## config.mk

```make
export PLATFORM = sky130hd
export DESIGN_NAME = rvsc_top
export DESIGN_NICKNAME = d
export VERILOG_FILES = /design/src/rvsc_top_end.sv /design/src/rvsc_pkg.sv /design/src/rvsc_irq_if.sv /design/src/rvsc_top.sv /design/src/rvsc_prio_enc.sv /design/src/rvsc_ext_filter.sv
export SDC_FILE = /design/constraint.sdc
export NUM_CORES = 1
export LEC_CHECK = 0
export ABC_AREA = 1
export ABC_CLOCK_PERIOD_IN_PS = 4190
export BUFFER_PORTS_ARGS = -buffer_cell sky130_fd_sc_hd__buf_2
export CORE_MARGIN = 2
export CORE_UTILIZATION = 49
export DETAILED_ROUTE_END_ITERATION = 6
export PLACE_DENSITY = 0.74
export SLEW_MARGIN = 10
export SYNTH_ARGS = -nofsm -noshare
export SYNTH_HDL_FRONTEND = slang
export SYNTH_HIERARCHICAL = 1
export SYNTH_SLANG_ARGS = --single-unit
```

## constraint.sdc

```tcl
create_clock -name pclk -period 4.19 [get_ports pclk]
set_input_delay 0.2095 -clock pclk [delete_from_list [all_inputs] [get_ports pclk]]
set_output_delay 0.2095 -clock pclk [all_outputs]
set_load 0.02 [all_outputs]
```

## src/rvsc_top_end.sv

```systemverilog
`timescale 1ns/1ps

```

## src/rvsc_pkg.sv

```systemverilog
// ==========================================================
// reset / vector startup control constants
package rvsc_pkg;

	// ==========================================================
	// register byte offsets
	localparam logic [7:0] OFS_CTRL     = 8'h00;
	localparam logic [7:0] OFS_IRQ_EN   = 8'h04;
	localparam logic [7:0] OFS_EVT_STAT = 8'h08;
	localparam logic [7:0] OFS_EVT_MASK = 8'h0C;
	localparam logic [7:0] OFS_STATE    = 8'h10;

	// ==========================================================
	// field positions
	localparam int CTRL_GIE_BIT  = 0;
	localparam int EVT_POR_BIT   = 0;
	localparam int EVT_EXT_BIT   = 1;
	localparam int EVT_WDT_BIT   = 2;
	localparam int EVT_BOD_BIT   = 3;
	localparam int EVT_REL_BIT   = 4;
	localparam int EVT_W         = 5;
	localparam int NUM_IRQ       = 8;

	// ==========================================================
	// reset values
	localparam logic [1:0]  SEL_RESET     = 2'h0;
	localparam logic        GIE_RESET     = 1'b0;
	localparam logic [7:0]  IRQ_EN_RESET  = 8'h00;
	localparam logic [4:0]  EVT_RESET     = 5'h00;
	localparam logic        FUSE_PROG     = 1'b0;

	// ==========================================================
	// vector word addresses
	localparam logic [8:0] VEC_RESET     = 9'h000;
	localparam logic [8:0] VEC_FIRST_IRQ = 9'h001;
	localparam logic [8:0] VEC_LAST_IRQ  = 9'h008;

	// ==========================================================
	// start-up select codes
	localparam logic [1:0] SEL_LONG_A = 2'h0;
	localparam logic [1:0] SEL_LONG_B = 2'h1;
	localparam logic [1:0] SEL_MID    = 2'h2;
	localparam logic [1:0] SEL_SHORT  = 2'h3;

	// ==========================================================
	// timing counts
	localparam int CLK_PERIOD_NS  = 25;
	localparam int EXT_MIN_NS     = 500;
	localparam int EXT_MIN_CYC    = (EXT_MIN_NS + CLK_PERIOD_NS - 1) / CLK_PERIOD_NS;
	localparam int OSC_LONG_CYC   = 65536;
	localparam logic [16:0] OSC_MID_CYC   = 17'h01000;
	localparam logic [16:0] OSC_SHORT_CYC = 17'h00008;
	localparam logic [16:0] OSC_BOD_CYC   = 17'h00020;
	localparam logic [4:0]  SYS_CLK_CYC   = 5'h12;

	// delay sequencer states, gray along hold -> osc -> clk -> run
	typedef enum logic [1:0] {
		ST_HOLD = 2'b00,
		ST_OSC  = 2'b01,
		ST_CLK  = 2'b11,
		ST_RUN  = 2'b10
	} rvsc_state_t;

endpackage : rvsc_pkg

```

## src/rvsc_irq_if.sv

```systemverilog
`timescale 1ns/1ps
// ==========================================================
// request bundle between the top and the priority encoder
interface rvsc_irq_if;
	logic [7:0] req;  // pending and enabled sources
	logic       valid; // any request present
	logic [3:0] vec;  // winning vector word address
	modport enc (input req, output valid, output vec);
	modport top (output req, input valid, input vec);
endinterface : rvsc_irq_if

```

## src/rvsc_top.sv

```systemverilog
// Local design decisions: the address map and the APB interface to the registers.
`timescale 1ns/1ps
// What this block does
// - Take an interrupt only with its own enable and the global enable set.
// - Fixed vectors: reset at 0, eight sources at word addresses 1 to 8.
// - Simultaneous requests resolve by address, lower address wins.
// - Power-on, pin, watchdog and brown-out resets share the reset vector.
// - Pin held low over 500 ns resets; shorter pulses may be ignored.
// - Watchdog expiry resets only while the watchdog is enabled.
// - Reset loads control registers with initial values; event status and mask are kept; fetch restarts at 0.
// - Working register contents are not touched by any reset.
// - Select 00 or 01 waits 64K oscillator cycles then 18 clocks.
// - Select 10 waits 4K oscillator cycles then 18 clocks.
// - Select 11 waits 8 cycles, or 32 with brown-out fuse programmed.
// - Wake from power-down runs only the 18 clock part.
// - Delay starts when power-on releases; reasserts reset at once.
// - Start-up select holds code 00 until the fuses are captured.
// - Watchdog gives a one-clock pulse; counting starts after it ends.
// - After the pin returns high the selected delay runs before release.
module rvsc_top #(
	parameter int OSC_LONG = rvsc_pkg::OSC_LONG_CYC // long oscillator count
) (
	input  wire logic        pclk,         // system clock, 40 MHz
	input  wire logic        presetn,      // async reset, active low
	input  wire logic        ce,           // clock enable, freezes state
	// apb slave
	input  wire logic        psel,         // select
	input  wire logic        penable,      // access phase
	input  wire logic        pwrite,       // write direction
	input  wire logic [7:0]  paddr,        // byte address
	input  wire logic [31:0] pwdata,       // write data
	output logic      [31:0] prdata,       // read data
	output logic             pready,       // transfer done
	output logic             pslverr,      // unmapped address
	// reset sources
	input  wire logic        por_active,   // power-on detector, high below threshold
	input  wire logic        ext_reset_n,  // reset pin, active low
	input  wire logic        wdt_expire,   // watchdog period expired
	input  wire logic        wdt_enable,   // watchdog enabled
	input  wire logic        bod_active,   // brown-out detector below threshold
	input  wire logic        osc_tick,     // one pulse per watchdog oscillator cycle
	input  wire logic        pd_wake,      // wake from power-down pulse
	// fuses
	input  wire logic [1:0]  startup_delay_select, // start-up select fuses
	input  wire logic        brownout_enable_fuse, // 0 = programmed
	input  wire logic        brownout_level_fuse,  // level select, reported only
	// interrupt sources and core
	input  wire logic [7:0]  irq_src,      // source flags, bit 0 = ext_irq_zero
	input  wire logic        core_irq_ack, // core takes the offered vector
	output logic             core_reset_n, // core and i/o reset, active low
	output logic             core_hold,    // core clock held during delay
	output logic [8:0]       core_vector,  // vector word address to fetch
	output logic             core_irq,     // interrupt offered to core
	output logic             irq           // event interrupt, level
);
	// ==========================================================
	// declarations
	rvsc_pkg::rvsc_state_t state_q;
	logic [16:0] osc_cnt_q;
	logic [4:0]  clk_cnt_q;
	logic [1:0]  sel_q;
	logic        bod_fuse_q;
	logic        fuse_taken_q;
	logic        wdt_pulse_q;
	logic        wdt_seen_q;
	logic        gie_q;
	logic [7:0]  irq_en_q;
	logic [4:0]  evt_q;
	logic [4:0]  evt_mask_q;
	logic        ext_active;
	logic        bod_reset;
	logic        any_reset;
	logic        wr_en;
	logic        rd_setup;
	logic        mapped;
	logic        release_ev;
	logic [16:0] osc_target;
	logic [4:0]  evt_set;
	logic [31:0] rd_word;

	rvsc_irq_if irq_bus ();

	// ==========================================================
	// helpers
	// oscillator count for a select code and brown-out fuse
	function automatic logic [16:0] osc_count(input logic [1:0] sel, input logic bod_f);
		logic [16:0] r;
		r = 17'(OSC_LONG);
		if (sel == rvsc_pkg::SEL_MID) begin
			r = rvsc_pkg::OSC_MID_CYC;
		end else if (sel == rvsc_pkg::SEL_SHORT) begin
			r = (bod_f == rvsc_pkg::FUSE_PROG) ? rvsc_pkg::OSC_BOD_CYC
			                                   : rvsc_pkg::OSC_SHORT_CYC;
		end
		return r;
	endfunction : osc_count

	// address hit test, used by read mux and error flag
	function automatic logic hit(input logic [7:0] a, input logic [7:0] ofs);
		return a == ofs;
	endfunction : hit

	// ==========================================================
	// reset source qualification
	rvsc_ext_filter u_ext (
		.pclk       (pclk),
		.presetn    (presetn),
		.ce         (ce),
		.pin_n      (ext_reset_n),
		.ext_active (ext_active)
	);

	// brown-out only acts when its enable fuse is programmed
	assign bod_reset = bod_active && (brownout_enable_fuse == rvsc_pkg::FUSE_PROG);
	// every source lands on the same hold path and so the same vector
	assign any_reset = por_active || ext_active || bod_reset || wdt_pulse_q;
	assign osc_target = osc_count(sel_q, bod_fuse_q);

	// ==========================================================
	// watchdog pulse, one clock wide per expiry
	always_ff @(posedge pclk or negedge presetn) begin
		if (!presetn) begin
			wdt_pulse_q <= 1'b0;
			wdt_seen_q  <= 1'b0;
		end else if (ce) begin
			wdt_seen_q  <= wdt_expire;
			// edge of expiry, gated by enable; a disabled watchdog never resets
			wdt_pulse_q <= wdt_expire && !wdt_seen_q && wdt_enable;
		end
	end

	// ==========================================================
	// fuse capture after reset release; select reads 00 until then
	always_ff @(posedge pclk or negedge presetn) begin
		if (!presetn) begin
			sel_q        <= rvsc_pkg::SEL_RESET;
			bod_fuse_q   <= 1'b1;
			fuse_taken_q <= 1'b0;
		end else if (ce && !fuse_taken_q) begin
			sel_q        <= startup_delay_select;
			bod_fuse_q   <= brownout_enable_fuse;
			fuse_taken_q <= 1'b1;
		end
	end

	// ==========================================================
	// start-up delay sequencer
	// a source that returns mid-count throws the count away, so the
	// core only ever sees one full uninterrupted delay
	always_ff @(posedge pclk or negedge presetn) begin
		if (!presetn) begin
			state_q   <= rvsc_pkg::ST_HOLD;
			osc_cnt_q <= 17'h00000;
			clk_cnt_q <= 5'h00;
		end else if (ce) begin
			if (any_reset || !fuse_taken_q) begin
				state_q   <= rvsc_pkg::ST_HOLD;
				osc_cnt_q <= 17'h00000;
				clk_cnt_q <= 5'h00;
			end else begin
				unique case (state_q)
					rvsc_pkg::ST_HOLD: begin
						state_q <= rvsc_pkg::ST_OSC;
					end
					rvsc_pkg::ST_OSC: begin
						if (osc_cnt_q == osc_target) begin
							state_q <= rvsc_pkg::ST_CLK;
						end else if (osc_tick) begin
							osc_cnt_q <= osc_cnt_q + 17'h00001;
						end
					end
					rvsc_pkg::ST_CLK: begin
						if (clk_cnt_q == rvsc_pkg::SYS_CLK_CYC - 5'h01) begin
							state_q <= rvsc_pkg::ST_RUN;
						end else begin
							clk_cnt_q <= clk_cnt_q + 5'h01;
						end
					end
					rvsc_pkg::ST_RUN: begin
						if (pd_wake) begin
							// wake skips oscillator counting altogether
							state_q   <= rvsc_pkg::ST_CLK;
							clk_cnt_q <= 5'h00;
						end
					end
				endcase
			end
		end
	end

	assign release_ev = ce && (state_q == rvsc_pkg::ST_CLK) && !any_reset && fuse_taken_q
	                    && (clk_cnt_q == rvsc_pkg::SYS_CLK_CYC - 5'h01);

	// ==========================================================
	// core controls
	// only a true reset drops core_reset_n; the working register file sits
	// in the core and is never on this path, so its contents survive
	always_ff @(posedge pclk or negedge presetn) begin
		if (!presetn) begin
			core_reset_n <= 1'b0;
			core_hold    <= 1'b1;
			core_vector  <= rvsc_pkg::VEC_RESET;
			core_irq     <= 1'b0;
		end else if (ce) begin
			if (any_reset || !fuse_taken_q) begin
				core_reset_n <= 1'b0;
			end else if (release_ev && !core_reset_n) begin
				core_reset_n <= 1'b1;
			end
			core_hold <= !(release_ev || (state_q == rvsc_pkg::ST_RUN && !pd_wake));
			if (!core_reset_n || any_reset) begin
				core_vector <= rvsc_pkg::VEC_RESET;
				core_irq    <= 1'b0;
			end else begin
				core_irq <= irq_bus.valid && !core_irq_ack && (state_q == rvsc_pkg::ST_RUN);
				if (irq_bus.valid) begin
					core_vector <= {5'h00, irq_bus.vec};
				end
			end
		end
	end

	// ==========================================================
	// interrupt gating: a source needs its own enable and the global one
	assign irq_bus.req = irq_src & irq_en_q & {rvsc_pkg::NUM_IRQ{gie_q}};

	rvsc_prio_enc u_enc (
		.irq (irq_bus)
	);

	// ==========================================================
	// apb decode; zero-wait answer one cycle after setup
	assign wr_en    = psel && penable && pready && pwrite;
	assign rd_setup = psel && !penable;
	assign mapped   = hit(paddr, rvsc_pkg::OFS_CTRL) || hit(paddr, rvsc_pkg::OFS_IRQ_EN)
	               || hit(paddr, rvsc_pkg::OFS_EVT_STAT) || hit(paddr, rvsc_pkg::OFS_EVT_MASK)
	               || hit(paddr, rvsc_pkg::OFS_STATE);

	// read mux, live state is sampled in the setup cycle
	always_comb begin
		rd_word = 32'h00000000;
		if (hit(paddr, rvsc_pkg::OFS_CTRL)) begin
			rd_word[rvsc_pkg::CTRL_GIE_BIT] = gie_q;
		end else if (hit(paddr, rvsc_pkg::OFS_IRQ_EN)) begin
			rd_word[7:0] = irq_en_q;
		end else if (hit(paddr, rvsc_pkg::OFS_EVT_STAT)) begin
			rd_word[4:0] = evt_q;
		end else if (hit(paddr, rvsc_pkg::OFS_EVT_MASK)) begin
			rd_word[4:0] = evt_mask_q;
		end else if (hit(paddr, rvsc_pkg::OFS_STATE)) begin
			rd_word[1:0]   = state_q;
			rd_word[3:2]   = sel_q;
			rd_word[4]     = bod_fuse_q;
			rd_word[5]     = brownout_level_fuse;
			rd_word[6]     = core_reset_n;
			rd_word[16:8]  = core_vector;
		end
	end

	always_ff @(posedge pclk or negedge presetn) begin
		if (!presetn) begin
			pready  <= 1'b0;
			pslverr <= 1'b0;
			prdata  <= 32'h00000000;
		end else if (ce) begin
			pready  <= rd_setup;
			pslverr <= rd_setup && !mapped;
			if (rd_setup && !pwrite) begin
				prdata <= rd_word;
			end
		end
	end

	// ==========================================================
	// control registers, reloaded to initial values on core reset
	always_ff @(posedge pclk or negedge presetn) begin
		if (!presetn) begin
			gie_q    <= rvsc_pkg::GIE_RESET;
			irq_en_q <= rvsc_pkg::IRQ_EN_RESET;
		end else if (ce) begin
			if (!core_reset_n) begin
				gie_q    <= rvsc_pkg::GIE_RESET;
				irq_en_q <= rvsc_pkg::IRQ_EN_RESET;
			end else begin
				if (wr_en && hit(paddr, rvsc_pkg::OFS_CTRL)) begin
					gie_q <= pwdata[rvsc_pkg::CTRL_GIE_BIT];
				end else if (core_irq && core_irq_ack) begin
					gie_q <= 1'b0; // taken interrupt masks further ones
				end
				if (wr_en && hit(paddr, rvsc_pkg::OFS_IRQ_EN)) begin
					irq_en_q <= pwdata[7:0];
				end
			end
		end
	end

	// ==========================================================
	// event status, write one to clear, a new event beats the clear
	assign evt_set[rvsc_pkg::EVT_POR_BIT] = por_active;
	assign evt_set[rvsc_pkg::EVT_EXT_BIT] = ext_active;
	assign evt_set[rvsc_pkg::EVT_WDT_BIT] = wdt_pulse_q;
	assign evt_set[rvsc_pkg::EVT_BOD_BIT] = bod_reset;
	assign evt_set[rvsc_pkg::EVT_REL_BIT] = release_ev;

	// status survives reset of the core so software can find the cause
	always_ff @(posedge pclk or negedge presetn) begin
		if (!presetn) begin
			evt_q      <= rvsc_pkg::EVT_RESET;
			evt_mask_q <= rvsc_pkg::EVT_RESET;
			irq        <= 1'b0;
		end else if (ce) begin
			if (wr_en && hit(paddr, rvsc_pkg::OFS_EVT_STAT)) begin
				evt_q <= (evt_q & ~pwdata[4:0]) | evt_set;
			end else begin
				evt_q <= evt_q | evt_set;
			end
			if (wr_en && hit(paddr, rvsc_pkg::OFS_EVT_MASK)) begin
				evt_mask_q <= pwdata[4:0];
			end
			irq <= |(evt_q & evt_mask_q);
		end
	end

endmodule : rvsc_top

```

## src/rvsc_prio_enc.sv

```systemverilog
`timescale 1ns/1ps
// ==========================================================
// fixed priority encoder, lowest source index wins
module rvsc_prio_enc (
	rvsc_irq_if.enc irq // request bundle
);
	// scan from highest index down so the lowest set bit is kept last
	always_comb begin
		irq.valid = 1'b0;
		irq.vec   = 4'h0;
		for (int i = rvsc_pkg::NUM_IRQ - 1; i >= 0; i--) begin
			if (irq.req[i]) begin
				irq.valid = 1'b1;
				irq.vec   = 4'(rvsc_pkg::VEC_FIRST_IRQ + 9'(i));
			end
		end
	end
endmodule : rvsc_prio_enc

```

## src/rvsc_ext_filter.sv

```systemverilog
`timescale 1ns/1ps
// ==========================================================
// reset pin low-time qualifier
module rvsc_ext_filter (
	input  wire logic pclk,        // system clock
	input  wire logic presetn,     // async reset, active low
	input  wire logic ce,          // clock enable
	input  wire logic pin_n,       // reset pin level, active low
	output logic      ext_active   // qualified external reset level
);
	localparam logic [4:0] LIMIT = 5'(rvsc_pkg::EXT_MIN_CYC);

	logic [4:0] low_cnt_q;

	// only a low lasting the full minimum counts; short glitches are dropped
	always_ff @(posedge pclk or negedge presetn) begin
		if (!presetn) begin
			low_cnt_q  <= 5'h00;
			ext_active <= 1'b0;
		end else if (ce) begin
			if (pin_n) begin
				low_cnt_q  <= 5'h00;
				ext_active <= 1'b0;
			end else if (low_cnt_q != LIMIT) begin
				low_cnt_q <= low_cnt_q + 5'h01;
			end else begin
				ext_active <= 1'b1;
			end
		end
	end
endmodule : rvsc_ext_filter

```

==> out/metrics.yaml <==
pwr-share-clk_pct: 36.5
drive_above_1_share_pct: 16.0
path_cells: "inv_1 -> nand4_2 -> inv_1 -> nand2_2 -> nand2_2 -> nand2_1 -> nand3_1 -> nand2_1 -> nand2_1"
clock_latency_ns: 0.36
viasPerCell: 5.08
cp_data_required_time_ns: 4.49
maxSlewViolCount: 0
nFillCells: 926
worstMarginPinSlew_ns: 0.969
maxCapViolCount: 0
cpMostUsedCell: "nand2_1"
syn_area_sq_mm: 0.00486
gp_congestion: 0.876
p_sw_uw: 440
num_antenna_cells: 0
stdcell_count: 878
clock_skew_ns: 0.00617
detailroute.via_count: 4459
cts_tree: "done"
ant_nets: 0
start_util_pct: 50.2
cp_slowest_stage_delay_ns: 0.47
placed_cells: 862
syn-instance-count: 681
grt_usage_pct: 22.1
grt_pass1_wl_um: 19500
cts.reportedPaths.clkPinSlew_ns: 0.08
pwr-share-seq_pct: 50.6
min_period_ns: 2.18
cts.path.max_buffers: 2
crit_path_max_fanout: 21
cts_sinks: 77
synthMuxAreaShare_pct: 0.231
cp-start-kind: "register"
setup_tns_ns: 0
status: "complete, but fails checks"
dp_hpwl_um: 8330
die_height_um: 104
timing.fmax_mhz: 459
std_cell_rows: 36
cp_slowest_cell: "nand2_2"
power.density_mw_per_mm2: 291
nNetsFinal: 812
ys_async_sr_fraction_pct: 100
comb_power_share_pct: 12.9
synth-seq-cells: 77
die_w_um: 104
syn_area_per_cell_sq_um: 7.14
mostFrequentLayoutCell: "nand2_1"
p_sw_share_pct: 28.4
synthAdderAreaFrac_pct: 1.54
htreeDepth: 3
die_area_sq_mm: 0.0107
hold_path_class: "input pin to asynchronous set/reset pin"
p_leak_nw: 2.74
synth_top_family_by_area: "simple AND/OR/NAND/NOR gates"
rsz0062_at_grt: "false"
violations: "negative hold slack"
critPathArrivalTime_ns: 2.48
slew_headroom_pct: 35.4
ir_drop_mv: 0.150
p_int_mw: 1.11
core_sq_mm: 0.00968
synth.distinct_cells: 41
grt_pass1_vias: 4364
portBuffers: 63
drc: 0
setup_viol: 0
yosysWarningCount: 6
synthXorXnorAreaFrac_pct: 1.44
period_share_pct: 52.0
cts_resized: 0
hold_ws_ns: -0.0278
area_delta_synth_final_pct: 9.57
antenna_found_initial: 0
routed_wl_um: 11300
routedWlPerCell_um: 12.9
path_class: "register to register"
final_cell_mix: "194 x nand2_1, 78 x nor2_1, 75 x dfrtp_1, 73 x inv_1, 66 x nand3_1"
synthSimpleGateAreaFrac_pct: 37.0
synth-edff-count: 0
dr.pass1.iters: 7
postCtsSetupRepairBufs: 0
end_kind: "register"
grt-ovfl-total: 0
numCtsBuffers: 9
clock-root-buffer: "clkbuf_8"
synth-main-ff-cell: "dfrtp_1"
ctsHoldBuffers: 0
synth_compound_area_share_pct: 7.66
finalHoldViolCount: 9
worstPathBufferInverterCount: 2
critPathTopFamily: "simple AND/OR/NAND/NOR gates"
synth-seq-area-share_pct: 39.7
grt_max_degree: 78
io_pins: 113
drt_iter0_markers: 227
## kinds of logic after synthesis
kind of cell,Yosys count
flops,77
xor+xnor,8
compound gates,71
buf+inv,119
mux,1
other cells,1
simple gates,398
fa+ha+maj,6
## power groups by stage
| stage | registers, mW | clock network (mW) | logic, mW |
|---|---|---|---|
| 2_1_floorplan | 0.801 | 0 | 0.147 |
| 3_3_place_gp | 0.797 | 0 | 0.193 |
| 3_5_place_dp | 0.799 | 0 | 0.199 |
| 4_1_cts | 0.784 | 0.574 | 0.200 |
| 5_1_grt | 0.788 | 0.603 | 0.227 |
| 6_report | 0.785 | 0.566 | 0.199 |
## layer usage
metal	global-route usage [%]	vias up	wire, um	part of all wire [%]
li1	-	2242	-	-
met1	27.5	2076	5000	44
met2	38.3	123	5510	49
met3	3.08	18	575	5.1
met4	9.94	0	254	2.2
met5	0	-	0	0
## metrics by stage
| step | total power [mW] | setup slack, ns | area [sq um] | utilization [%] |
|---|---|---|---|---|
| floorplan | 0.948 | 2.69 | 4950 | - |
| global placement | 0.990 | 1.99 | 5140 | 53.0 |
| detailed placement | 0.998 | 1.93 | 5140 | 53.0 |
| CTS | 1.56 | 2.00 | 5330 | 55.0 |
| global route | 1.62 | 1.77 | 5330 | 55.0 |
| finish | 1.55 | 2.01 | 5330 | 55.0 |
## synthesized netlist by cell type, types with 3 or more instances
library cell,n,area (sq um)
o21ai_1,9,45.0
buf_6,3,33.8
o21ai_0,43,215
nor2_1,78,293
nor3_1,5,25.0
buf_4,25,188
a21oi_1,12,60.1
buf_2,5,25.0
nand2_2,9,56.3
xor2_1,7,61.3
clkbuf_1,3,11.3
nand4_2,3,37.5
nand4_1,18,113
nand3_1,66,330
ha_1,6,75.1
nand3b_1,3,22.5
nor2_2,5,31.3
or2_2,5,31.3
inv_2,7,26.3
inv_1,73,274
nand2_1,194,728
dfrtp_1,75,1880
nor3_2,4,40.0
## final timing paths
| path | from | to | slack (ns) | cells after the start |
|---|---|---|---|---|
| worst max register to register | wdt_pulse_q | clk_cnt_q[2] | 2.01 | 9 |
| worst min-delay path | presetn | prdata[1] | -0.03 | 1 |
| max in group asynchronous | presetn | osc_cnt_q[1] | 3.56 | 1 |
| min in group pclk | brownout_enable_fuse | bod_fuse_q | 0.09 | 3 |
| worst min register to register | prdata[4] | prdata[4] | 0.48 | 2 |
| worst max-delay path | wdt_pulse_q | clk_cnt_q[2] | 2.01 | 9 |
## sequential cells by signal, indices dropped and copies added, names as in the netlist, 2 cells and up
name	count
osc_cnt_q	17
prdata	12
irq_en_q	8
clk_cnt_q	5
evt_mask_q	5
evt_q	5
u_ext/low_cnt_q	5
core_vector	4
sel_q	2
state_q	2
## cell type report
| class | instances | area, sq um | share of cell area [%] |
|---|---|---|---|
| multi-input cells | 509 | 2420 | 45.5 |
| flip-flops and latches | 77 | 1930 | 36.2 |
| repair buffers | 63 | 318 | 5.96 |
| inverters | 80 | 300 | 5.63 |
| well taps | 133 | 166 | 3.12 |
| clock buffers | 12 | 145 | 2.72 |
| clock inverters | 4 | 47.5 | 0.892 |
Note: power is estimated with default switching activity, not from simulation.
